### config.mk
export PLATFORM = sky130hd
export DESIGN_NAME = uhirq_regs
export DESIGN_NICKNAME = d
export VERILOG_FILES = /design/src/rtl/uhirq_pkg.sv /design/src/rtl/uhirq_regs.sv /design/src/rtl/uhirq_frame.sv
export VERILOG_INCLUDE_DIRS = /design/src /design/src/rtl
export SDC_FILE = /design/constraint.sdc
export NUM_CORES = 1
export LEC_CHECK = 0
export BUFFER_PORTS_ARGS = -buffer_cell sky130_fd_sc_hd__buf_4
export CAP_MARGIN = 10
export CORE_MARGIN = 5
export CORE_UTILIZATION = 44
export DETAILED_ROUTE_END_ITERATION = 12
export PLACE_DENSITY = 0.82
export SYNTH_ARGS = -nofsm -noshare
export SYNTH_HDL_FRONTEND = slang
export SYNTH_SLANG_ARGS = --single-unit
export TNS_END_PERCENT = 30
### constraint.sdc
create_clock -name clk_sys_in -period 2 [get_ports clk_sys_in]
set_input_delay 0.2 -clock clk_sys_in [delete_from_list [all_inputs] [get_ports clk_sys_in]]
set_output_delay 0.2 -clock clk_sys_in [all_outputs]
set_load 0.1 [all_outputs]
### src/rtl/uhirq_map.svh
`ifndef UHIRQ_MAP_SVH
`define UHIRQ_MAP_SVH

// ==========================================================
// Register map.
`define UHI_AW 12
`define UHI_OFS_EN 12'h410
`define UHI_OFS_EN_CLR 12'h414
`define UHI_OFS_EN_SET 12'h418
`define UHI_OFS_FRAME 12'h420
`define UHI_OFS_ADDR_LO 12'h424
`define UHI_OFS_ADDR_HI 12'h428

// ==========================================================
// Field layout and reset values.
`define UHI_EN_MASK 32'hfe00_ff7f
`define UHI_EN_RST 32'h0000_0000
`define UHI_ADDR_RST 7'h00
`define UHI_FRM_FLEN_LSB 16
`define UHI_FRM_FRAME_INDEX_LSB 3
`define UHI_FRM_MF_LSB 0
`define UHI_SRC_DCONN 0
`define UHI_SRC_DDISC 1
`define UHI_SRC_RST 2
`define UHI_SRC_RSMED 3
`define UHI_SRC_RXRSM 4

// ==========================================================
// Frame timing.
`define UHI_CLK_PERIOD_NS 25
`define UHI_FS_FRAME_MS 1
`define UHI_HS_FRAME_US 125
`define UHI_FS_LEN_CYC (`UHI_FS_FRAME_MS * 1000000 / `UHI_CLK_PERIOD_NS)
`define UHI_HS_LEN_CYC (`UHI_HS_FRAME_US * 1000 / `UHI_CLK_PERIOD_NS)

`endif

### src/rtl/uhirq_pkg.sv
`default_nettype none
`include "uhirq_map.svh"

package uhirq_pkg;

   typedef struct packed {
      logic [`UHI_AW-1:0] addr;
      logic [31:0] wdata;
      logic wr;
      logic rd;
   } uhirq_bus_req_type;

   typedef struct packed {
      logic [7:0] flen_high;
      logic [10:0] frame_index;
      logic [2:0] micro_frame_index;
   } uhirq_frame_type;

endpackage : uhirq_pkg
`default_nettype wire

### src/rtl/uhirq_regs.sv
// Our own choice: the address-and-strobe port.
`timescale 1ns/1ps
`default_nettype none
`include "uhirq_map.svh"

module uhirq_regs
   import uhirq_pkg::*;
#(
   parameter int unsigned FS_LEN_CYC = `UHI_FS_LEN_CYC,
   parameter int unsigned HS_LEN_CYC = `UHI_HS_LEN_CYC
)
(
   input wire logic clk_sys_in,
   input wire logic sys_rst_in,
   input wire uhirq_bus_req_type bus_req_in,
   output logic [31:0] bus_rdata_out,
   input wire logic [31:0] host_irq_flag_in,
   input wire logic hs_mode_in,
   input wire logic sof_run_in,
   input wire logic usb_reset_req_in,
   output logic [31:0] host_irq_en_out,
   output logic [55:0] pipe_dev_addr_out,
   output uhirq_frame_type frame_out,
   output logic ctrl_irq_out
);

   logic [31:0] host_irq_enable_reg;
   logic [31:0] next_host_irq_enable_reg;
   logic [6:0] pipe_addr [8];
   logic [6:0] next_pipe_addr [8];
   logic [31:0] rdata;
   logic [31:0] next_rdata;
   logic wr_clr;
   logic wr_set;
   logic wr_frame;
   logic wr_lo;
   logic wr_hi;
   uhirq_frame_type frame;

   // ==========================================================
   // Address decode.
   always_comb
   begin
      wr_clr = 1'b0;
      wr_set = 1'b0;
      wr_frame = 1'b0;
      wr_lo = 1'b0;
      wr_hi = 1'b0;
      if (!bus_req_in.wr)
      begin
         wr_clr = 1'b0;
      end
      else if (bus_req_in.addr == `UHI_OFS_EN_CLR)
      begin
         wr_clr = 1'b1;
      end
      else if (bus_req_in.addr == `UHI_OFS_EN_SET)
      begin
         wr_set = 1'b1;
      end
      else if (bus_req_in.addr == `UHI_OFS_FRAME)
      begin
         wr_frame = 1'b1;
      end
      else if (bus_req_in.addr == `UHI_OFS_ADDR_LO)
      begin
         wr_lo = 1'b1;
      end
      else if (bus_req_in.addr == `UHI_OFS_ADDR_HI)
      begin
         wr_hi = 1'b1;
      end
   end

   // ==========================================================
   // Interrupt enable register.
   // Set and clear arrive on separate strobes, so they never
   // collide; bits with no source are masked so they stay zero.
   always_comb
   begin
      next_host_irq_enable_reg = host_irq_enable_reg;
      if (wr_clr)
      begin
         next_host_irq_enable_reg = host_irq_enable_reg
            & ~(bus_req_in.wdata & `UHI_EN_MASK);
      end
      else if (wr_set)
      begin
         next_host_irq_enable_reg = host_irq_enable_reg
            | (bus_req_in.wdata & `UHI_EN_MASK);
      end
   end

   always_ff @(posedge clk_sys_in)
   begin
      if (sys_rst_in)
      begin
         host_irq_enable_reg <= `UHI_EN_RST;
      end
      else
      begin
         host_irq_enable_reg <= next_host_irq_enable_reg;
      end
   end

   assign host_irq_en_out = host_irq_enable_reg;

   // The flag register lives elsewhere; gating is kept
   // combinational so the request follows a flag or enable
   // change in the same cycle.
   assign ctrl_irq_out = |(host_irq_flag_in & host_irq_enable_reg);

   // ==========================================================
   // Pipe device addresses.
   // A bus reset request outranks a write in the same cycle,
   // since the attached device is about to lose its address.
   for (genvar g = 0; g < 8; g++)
   begin : g_pipe
      logic sel;
      assign sel = (g < 4) ? wr_lo : wr_hi;
      always_comb
      begin
         next_pipe_addr[g] = pipe_addr[g];
         if (usb_reset_req_in)
         begin
            next_pipe_addr[g] = `UHI_ADDR_RST;
         end
         else if (sel)
         begin
            next_pipe_addr[g] = bus_req_in.wdata[8*(g%4) +: 7];
         end
      end
      always_ff @(posedge clk_sys_in)
      begin
         if (sys_rst_in)
         begin
            pipe_addr[g] <= `UHI_ADDR_RST;
         end
         else
         begin
            pipe_addr[g] <= next_pipe_addr[g];
         end
      end
      assign pipe_dev_addr_out[7*g +: 7] = pipe_addr[g];
   end

   // ==========================================================
   // Frame number.
   uhirq_frame #(
      .FS_LEN_CYC(FS_LEN_CYC),
      .HS_LEN_CYC(HS_LEN_CYC)
   ) u_frame (
      .clk_sys_in(clk_sys_in),
      .sys_rst_in(sys_rst_in),
      .hs_mode_in(hs_mode_in),
      .sof_run_in(sof_run_in),
      .frame_index_wr_in(wr_frame),
      .frame_index_wdata_in(bus_req_in.wdata[13:3]),
      .frame_out(frame)
   );

   assign frame_out = frame;

   // ==========================================================
   // Read data.
   // Write-only ports and unmapped offsets answer zero.
   always_comb
   begin
      next_rdata = 32'h0000_0000;
      if (!bus_req_in.rd)
      begin
         next_rdata = 32'h0000_0000;
      end
      else if (bus_req_in.addr == `UHI_OFS_EN)
      begin
         next_rdata = host_irq_enable_reg;
      end
      else if (bus_req_in.addr == `UHI_OFS_FRAME)
      begin
         next_rdata[`UHI_FRM_FLEN_LSB +: 8] = frame.flen_high;
         next_rdata[`UHI_FRM_FRAME_INDEX_LSB +: 11] = frame.frame_index;
         next_rdata[`UHI_FRM_MF_LSB +: 3] = frame.micro_frame_index;
      end
      else if (bus_req_in.addr == `UHI_OFS_ADDR_LO)
      begin
         next_rdata = {1'b0, pipe_addr[3], 1'b0, pipe_addr[2],
                       1'b0, pipe_addr[1], 1'b0, pipe_addr[0]};
      end
      else if (bus_req_in.addr == `UHI_OFS_ADDR_HI)
      begin
         next_rdata = {1'b0, pipe_addr[7], 1'b0, pipe_addr[6],
                       1'b0, pipe_addr[5], 1'b0, pipe_addr[4]};
      end
   end

   always_ff @(posedge clk_sys_in)
   begin
      if (sys_rst_in)
      begin
         rdata <= 32'h0000_0000;
      end
      else
      begin
         rdata <= next_rdata;
      end
   end

   assign bus_rdata_out = rdata;
endmodule : uhirq_regs
`default_nettype wire

### src/rtl/uhirq_frame.sv
`timescale 1ns/1ps
`default_nettype none
`include "uhirq_map.svh"

module uhirq_frame
   import uhirq_pkg::*;
#(
   parameter int unsigned FS_LEN_CYC = `UHI_FS_LEN_CYC,
   parameter int unsigned HS_LEN_CYC = `UHI_HS_LEN_CYC
)
(
   input wire logic clk_sys_in,
   input wire logic sys_rst_in,
   input wire logic hs_mode_in,
   input wire logic sof_run_in,
   input wire logic frame_index_wr_in,
   input wire logic [10:0] frame_index_wdata_in,
   output uhirq_frame_type frame_out
);

   logic [15:0] cnt;
   logic [10:0] frame_index;
   logic [2:0] micro_frame_index;
   logic [15:0] next_cnt;
   logic [10:0] next_frame_index;
   logic [2:0] next_micro_frame_index;
   logic [15:0] last_cnt;
   logic wrap;

   // ==========================================================
   // Frame counter.
   // The counter runs on the system clock, so its length is
   // derived from the frame time rather than the 30 MHz figure.
   always_comb
   begin
      last_cnt = hs_mode_in ? 16'(HS_LEN_CYC - 1) : 16'(FS_LEN_CYC - 1);
      wrap = sof_run_in && (cnt >= last_cnt);
      next_cnt = cnt;
      next_frame_index = frame_index;
      next_micro_frame_index = micro_frame_index;
      if (wrap)
      begin
         next_cnt = 16'h0000;
         if (hs_mode_in)
         begin
            next_micro_frame_index = micro_frame_index + 3'h1;
            if (micro_frame_index == 3'h7)
            begin
               next_frame_index = frame_index + 11'h001;
            end
         end
         else
         begin
            next_frame_index = frame_index + 11'h001;
         end
      end
      else if (sof_run_in)
      begin
         next_cnt = cnt + 16'h0001;
      end
      if (!hs_mode_in)
      begin
         next_micro_frame_index = 3'h0;
      end
      if (frame_index_wr_in)
      begin
         next_frame_index = frame_index_wdata_in;
         next_micro_frame_index = 3'h0;
      end
   end

   always_ff @(posedge clk_sys_in)
   begin
      if (sys_rst_in)
      begin
         cnt <= 16'h0000;
         frame_index <= 11'h000;
         micro_frame_index <= 3'h0;
      end
      else
      begin
         cnt <= next_cnt;
         frame_index <= next_frame_index;
         micro_frame_index <= next_micro_frame_index;
      end
   end

   assign frame_out.flen_high = cnt[15:8];
   assign frame_out.frame_index = frame_index;
   assign frame_out.micro_frame_index = micro_frame_index;
endmodule : uhirq_frame
`default_nettype wire

==> results of run 1 <==
power by group:
part / internal, µW / switching, µW
registers: 2780 / 3.13
clock network: 1960 / 1150
logic: 159 / 249
total: 4900 / 1400
per-stage QoR:
stage | setup slack, ns | TNS (ns) | total power, µW | utilization, % | instance area (µm²)
after global routing | -0.211 | -3.65 | 6450 | 67.9 | 9000
after detailed placement | -0.206 | -5.15 | 3200 | 60.2 | 7970
final | -0.146 | -1.33 | 6300 | 67.9 | 9000
after CTS | -0.143 | -1.04 | 6300 | 66.6 | 8820
after global placement | -0.153 | -2.77 | 3200 | 60.2 | 7970
after floorplan | -0.159 | -0.159 | 3030 | - | 6100
per-layer routing:
layer  vias up  global-route usage [%]  wire length (µm)
met4         0                    13.6               935
li1       3015                       -                 -
met3        72                    7.31              1860
met2       338                    43.0             10600
met1      3026                    32.6              8940
met5         -                       0                 0
layout make-up:
type,count,area (µm²)
inverter,8,30.0
multi-input combinational,504,3100
fill,1054,4250
tap,176,220
clock inverter,4,48.8
sequential,140,2860
timing repair buffer,278,2200
clock buffer,28,539
what timing repair did:
action,in CTS,in global routing
pin swaps,15,19
gates cloned,1,2
hold buffers,17,0
hold endpoints to repair,17,0
setup buffers,2,4
endpoints found under the setup margin,28,31
gates resized for setup,11,30
path summary, 6_finish.rpt:
check	startpoint	to	depth (start not counted)
max	register	ctrl_irq_out	6
max reg2reg	u_frame.cnt[7]	u_frame.frame_index[5]	7
min reg2reg	pipe_addr[1][1]	pipe_addr[1][1]	2
min	bus_req_in[15]	register	2
synthesized netlist by cell type, types with 2 or more instances:
cell	number	share of area [%]
a22o_1	2	0.29
a222oi_1	20	3.4
ha_1	13	2.7
a311oi_1	9	1.3
clkbuf_1	31	2.0
or3_1	8	0.84
o21ai_0	14	1.2
and4_1	3	0.44
nor3_1	5	0.42
nor4b_1	4	0.59
dfxtp_1	140	47
a21oi_1	83	7.0
o21ai_1	18	1.5
xor2_1	6	0.88
and3_1	8	0.84
xnor2_1	9	1.3
nand3_1	16	1.3
a211oi_1	23	2.9
nor2_1	43	2.7
and2_1	5	0.52
nand4_1	8	0.84
inv_1	8	0.50
a221oi_1	3	0.44
a21o_1	2	0.25
nor4_1	7	0.73
nand2_1	143	9.0
buf_2	10	0.84
nand2b_1	3	0.32
nor2b_1	2	0.21
a22oi_1	15	1.9
or2_2	3	0.32
buf_4	20	2.5
logic make-up after synthesis:
family	count (synthesis)	share of synthesized area, %
AO/OA/AOI/OAI	196	21.2
XOR/XNOR	15	2.21
adder cells (fa/ha/maj)	13	2.73
buffers and inverters	70	5.88
flip-flops	140	47.0
multiplexers	1	0.168
other	1	0.0629
AND/OR/NAND/NOR	266	20.7
==> impl_results.md, run 1 <==
* Outcome: complete, but fails checks
* Violated checks: negative setup slack
* Largest net degree at the start of global routing at 57
* Most frequent cells in the layout: buf_4 (253), nand2_1 (143), dfxtp_1 (110)
* Maximum capacitance violations at 0
* CP Buf/Inv Count at 1
* Routed wire length per instance at 19.6 µm
* Synth Register Bits at 140
* Total die area at 16000 µm²
* Worst setup SP type: register
* Seq/Total Area, Yosys at 47.0%
* Final wirelength at 22400 µm
* Most common cell after layout, fill and taps aside: buf_4
* Starting Density at 45.0%
* CP max stage delay at 0.35 ns
* First-pass GRT wire length at 33800 µm
* Clk slew on worst S/H paths at 0.06 ns
* Routability Congestion at 0.892
* Top delay family on crit path: compound AO/OA/AOI/OAI gates
* RSZ-0062 raised after global routing: true
* GRT overflow at 0
* Worst hold path type: input port to register
* Initial antenna violation count at 0
* VDD IR max at 0.000497 V
* P_leak at 0.00355 µW
* Share of layout cells above drive strength 1 at 37.1%
* Post-synth EDFFs at 0
* Placed instance count at 1080
* Mapped Cells at 702
* Relative slew slack at 24.1%
* Crit-path slowest cell: dfxtp_4
* Clock latency on the worst-skew pair at 0.42 ns
* Input/output buffers at 204
* Worst path required time at 1.80 ns
* Fin Hold WS at 0.0155 ns
* Core ar. at 13200 µm²
* Clock buffer depth at 2
* Via-to-Cell Ratio at 5.67
* Nets at 1045
* Worst Tran Pin Value at 1.14 ns
* Pwr per Cell Area at 700 nW/µm²
* Total track usage at 26.6%
* H-tree depth at 4
* Die Height at 126 µm
* Crit share post-route at 107%
* Mean Syn Cell Area at 8.49 µm²
* CTS Sinks at 140
* Placement row count at 42
* Main flop type after synthesis: dfxtp_1
* ANT nets after route at 0
* Worst setup margin at -0.146 ns
* CTS tree: built
* Fin cells at 1138
* Asr flop ratio synth at 0%
* Number of DRC markers in iteration 0 at 560
* ANT cells at 0
* IO Pins at 226
* Root Buffer: clkbuf_16
* Worst-path cell chain: a22o_1 -> a221oi_2 -> nand3_1 -> nor2_2 -> nand4_1 -> buf_8
* Post-route minimum period at 2.15 ns
* Critical path class: register to primary output
* Yosys warns at 0
* HPWL after detailed placement at 15500 µm
* Setup violations, final at 18
* Mapped Area at 5960 µm²
* Worst EP arrival at 1.95 ns
* Area grow syn2layout at 51.0%
* Number of global-route vias before repair at 6358
* Max Clk Rate at 0.466 GHz
* Nature of the critical path endpoint: primary output
* Fin. max-slew vios at 0
* Netlist cell types at 50
* Vias at 6451
* R2r setup slk at -0.14 ns
* Die Wd at 126 µm
* # DRC at 0
* Number of CTS-inserted buffers at 17
* Hold violation total from the final report at 0
* DRT Pass-1 Iters at 6
* Worst Skew at 0.0107 ns
* CP Max Fanout at 2
(Power assumes the default switching activity.)
==> run 2: changes to the inputs <==
--- a/config.mk
+++ b/config.mk
@@ -6,7 +6,7 @@
 export SDC_FILE = /design/constraint.sdc
 export NUM_CORES = 1
 export LEC_CHECK = 0
-export BUFFER_PORTS_ARGS = -buffer_cell sky130_fd_sc_hd__buf_4
+export BUFFER_PORTS_ARGS = -buffer_cell sky130_fd_sc_hd__buf_2
 export CAP_MARGIN = 10
 export CORE_MARGIN = 5
 export CORE_UTILIZATION = 44
==> run 2 against run 1 <==
Largest power group unchanged. Setup slack got worse by 0.10 ns. Design area fell by 5.0%. Routed wire length fell by 1.3%. The run still ends with negative setup slack left. Non-clock buffer count fell by 3. Largest cell class unchanged. Core utilization fell by 3.4 points.
==> impl_results.md, run 2 (same netlist as run 1, synthesis figures left out) <==
* Most common cell after layout, fill and taps aside: buf_2
* Total track usage at 26.2%
* Placement Cell Area at 7500 µm²
* Power Total at 6600 µW
* Post-route cell area at 8550 µm²
* Hold path depth at 2
* Input/output buffers at 204
* RSZ-0062 raised after global routing: true
* Routed wire length per instance at 19.4 µm
* # fillers at 1093
* Share of layout cells above drive strength 1 at 39.4%
* Area grow syn2layout at 43.4%
* Via-to-Cell Ratio at 5.72
* Nature of the critical path endpoint: register
* Number of global-route vias before repair at 6298
* Clock latency on the worst-skew pair at 0.42 ns
* Die Wd at 126 µm
* R2r setup slk at -0.25 ns
* Starting Density at 45.0%
* Worst setup margin at -0.249 ns
* Clk slew on worst S/H paths at 0.06 ns
* Most frequent cells in the layout: buf_2 (203), nand2_1 (143), dfxtp_1 (109)
* Initial antenna violation count at 1
* Crit share post-route at 112%
* IO Pins at 226
* Hold violation total from the final report at 0
* Worst setup SP type: register
* CP Max Fanout at 5
* Area used by multi-input combinational logic at 3150 µm²
* CTS Sinks at 140
* Worst path required time at 2.28 ns
* Violated checks: negative setup slack
* Maximum capacitance violations at 0
* Placement row count at 42
* Worst Skew at 0.00581 ns
* Worst setup endpoint: u_frame.frame_index[7]
* CTS tree: built
* Worst hold path type: input port to register
* P_leak at 0.00355 µW
* DRT Pass-1 Iters at 6
* Nets at 1041
* Critical path origin: u_frame.cnt[5]
* Critical path class: register to register
* Pwr per Cell Area at 773 nW/µm²
* Die Height at 126 µm
* Setup violations, final at 31
* Number of CTS-inserted buffers at 17
* Total die area at 16000 µm²
* # DRC at 0
* ANT nets after route at 0
* First-pass GRT wire length at 33500 µm
* HPWL after detailed placement at 15100 µm
* Fin. max-slew vios at 0
* Root Buffer: clkbuf_16
* Relative slew slack at 24.9%
* Register area at 2870 µm²
* RR Startpoint: u_frame.cnt[5]
* VDD IR max at 0.000616 V
* Worst EP arrival at 2.52 ns
* Max Clk Rate at 0.445 GHz
* Final wirelength at 22100 µm
* Clock buffer depth at 2
* RR Endpoint: u_frame.frame_index[7]
* Routability Congestion at 0.860
* FF-to-FF path depth at 8
* Worst Tran Pin Value at 1.13 ns
* GRT overflow at 0
* Core ar. at 13200 µm²
* Outcome: complete, but fails checks
* Number of DRC markers in iteration 0 at 751
* H-tree depth at 4
* Vias at 6494
* Largest net degree at the start of global routing at 57
* Post-route minimum period at 2.25 ns
==> run 2: cell count changes in the layout (fill, tap and decap cells not counted), sizes merged, moves of 2 or more <==
cell	before	now
bufinv	1	4
dlygate4sd3	17	7
buf	261	268
clkinvlp	0	2
clkbuf	28	23
==> run 2: layout make-up <==
cell class,count,area share (%)
repair buffers,275,19.0
clock inverters,9,1.82
diodes,1,0.0293
clock buffers,23,5.84
inverters,8,0.351
flip-flops and latches,140,33.5
well taps,176,2.58
multi-input cells,503,36.8
==> run 2: critical path: stages, from the launching register on <==
cell and delay, ns:
dfxtp_2 0.35, ha_4 0.20, a211o_1 0.33, a221oi_4 0.39, buf_4 0.19, o221ai_4 0.13, buf_6 0.16, a311oi_2 0.26
nor4_1 0.10
==> run 2: stage by stage <==
| step | worst slack, ns | hold slack, ns | TNS, ns | instances | utilization, % |
|---|---|---|---|---|---|
| final | -0.249 | 0.0149 | -3.09 | 1135 | 64.5 |
| after global routing | -0.333 | 0.0205 | -6.05 | 1135 | 64.5 |
| after floorplan | -0.159 | 0.286 | -0.159 | 711 | - |
| after CTS | -0.133 | 0.00358 | -0.626 | 1134 | 63.8 |
| after global placement | -0.142 | 0.387 | -3.25 | 1087 | 56.6 |
| after detailed placement | -0.181 | 0.391 | -5.29 | 1087 | 56.6 |
==> run 2: worst min-delay path by stage <==
stage / startpoint / endpoint / slack (ns)
2_1_floorplan: bus_req_in[33] / register / 0.29
3_3_place_gp: bus_req_in[33] / register / 0.39
3_5_place_dp: bus_req_in[33] / register / 0.39
4_1_cts: bus_req_in[28] / register / 0.004
5_1_grt: bus_req_in[31] / register / 0.02
6_report: bus_req_in[28] / register / 0.01
==> run 2: power by group <==
part	leakage (µW)	internal [µW]	switching (µW)	total (µW)
logic	0.00209	107	244	352
clock network	0.000315	2260	1210	3470
registers	0.00115	2780	3.04	2780
==> run 2: per-layer routing <==
metal  wire length (µm)  up-vias  track usage (%)
met2              10400      404             42.3
met1               8810     3012             33.5
met3               2040       73             6.35
met4                809        0             11.6
met5                  0        -                0
li1                   -     3005                -
==> run 2: timing repair <==
action	in CTS	in global routing
resized for setup	29	20
pin swaps	17	26
gates cloned	2	0
endpoints found under the hold margin	7	0
setup endpoints to repair	31	31
buffers inserted	6	0
hold buffers	7	0
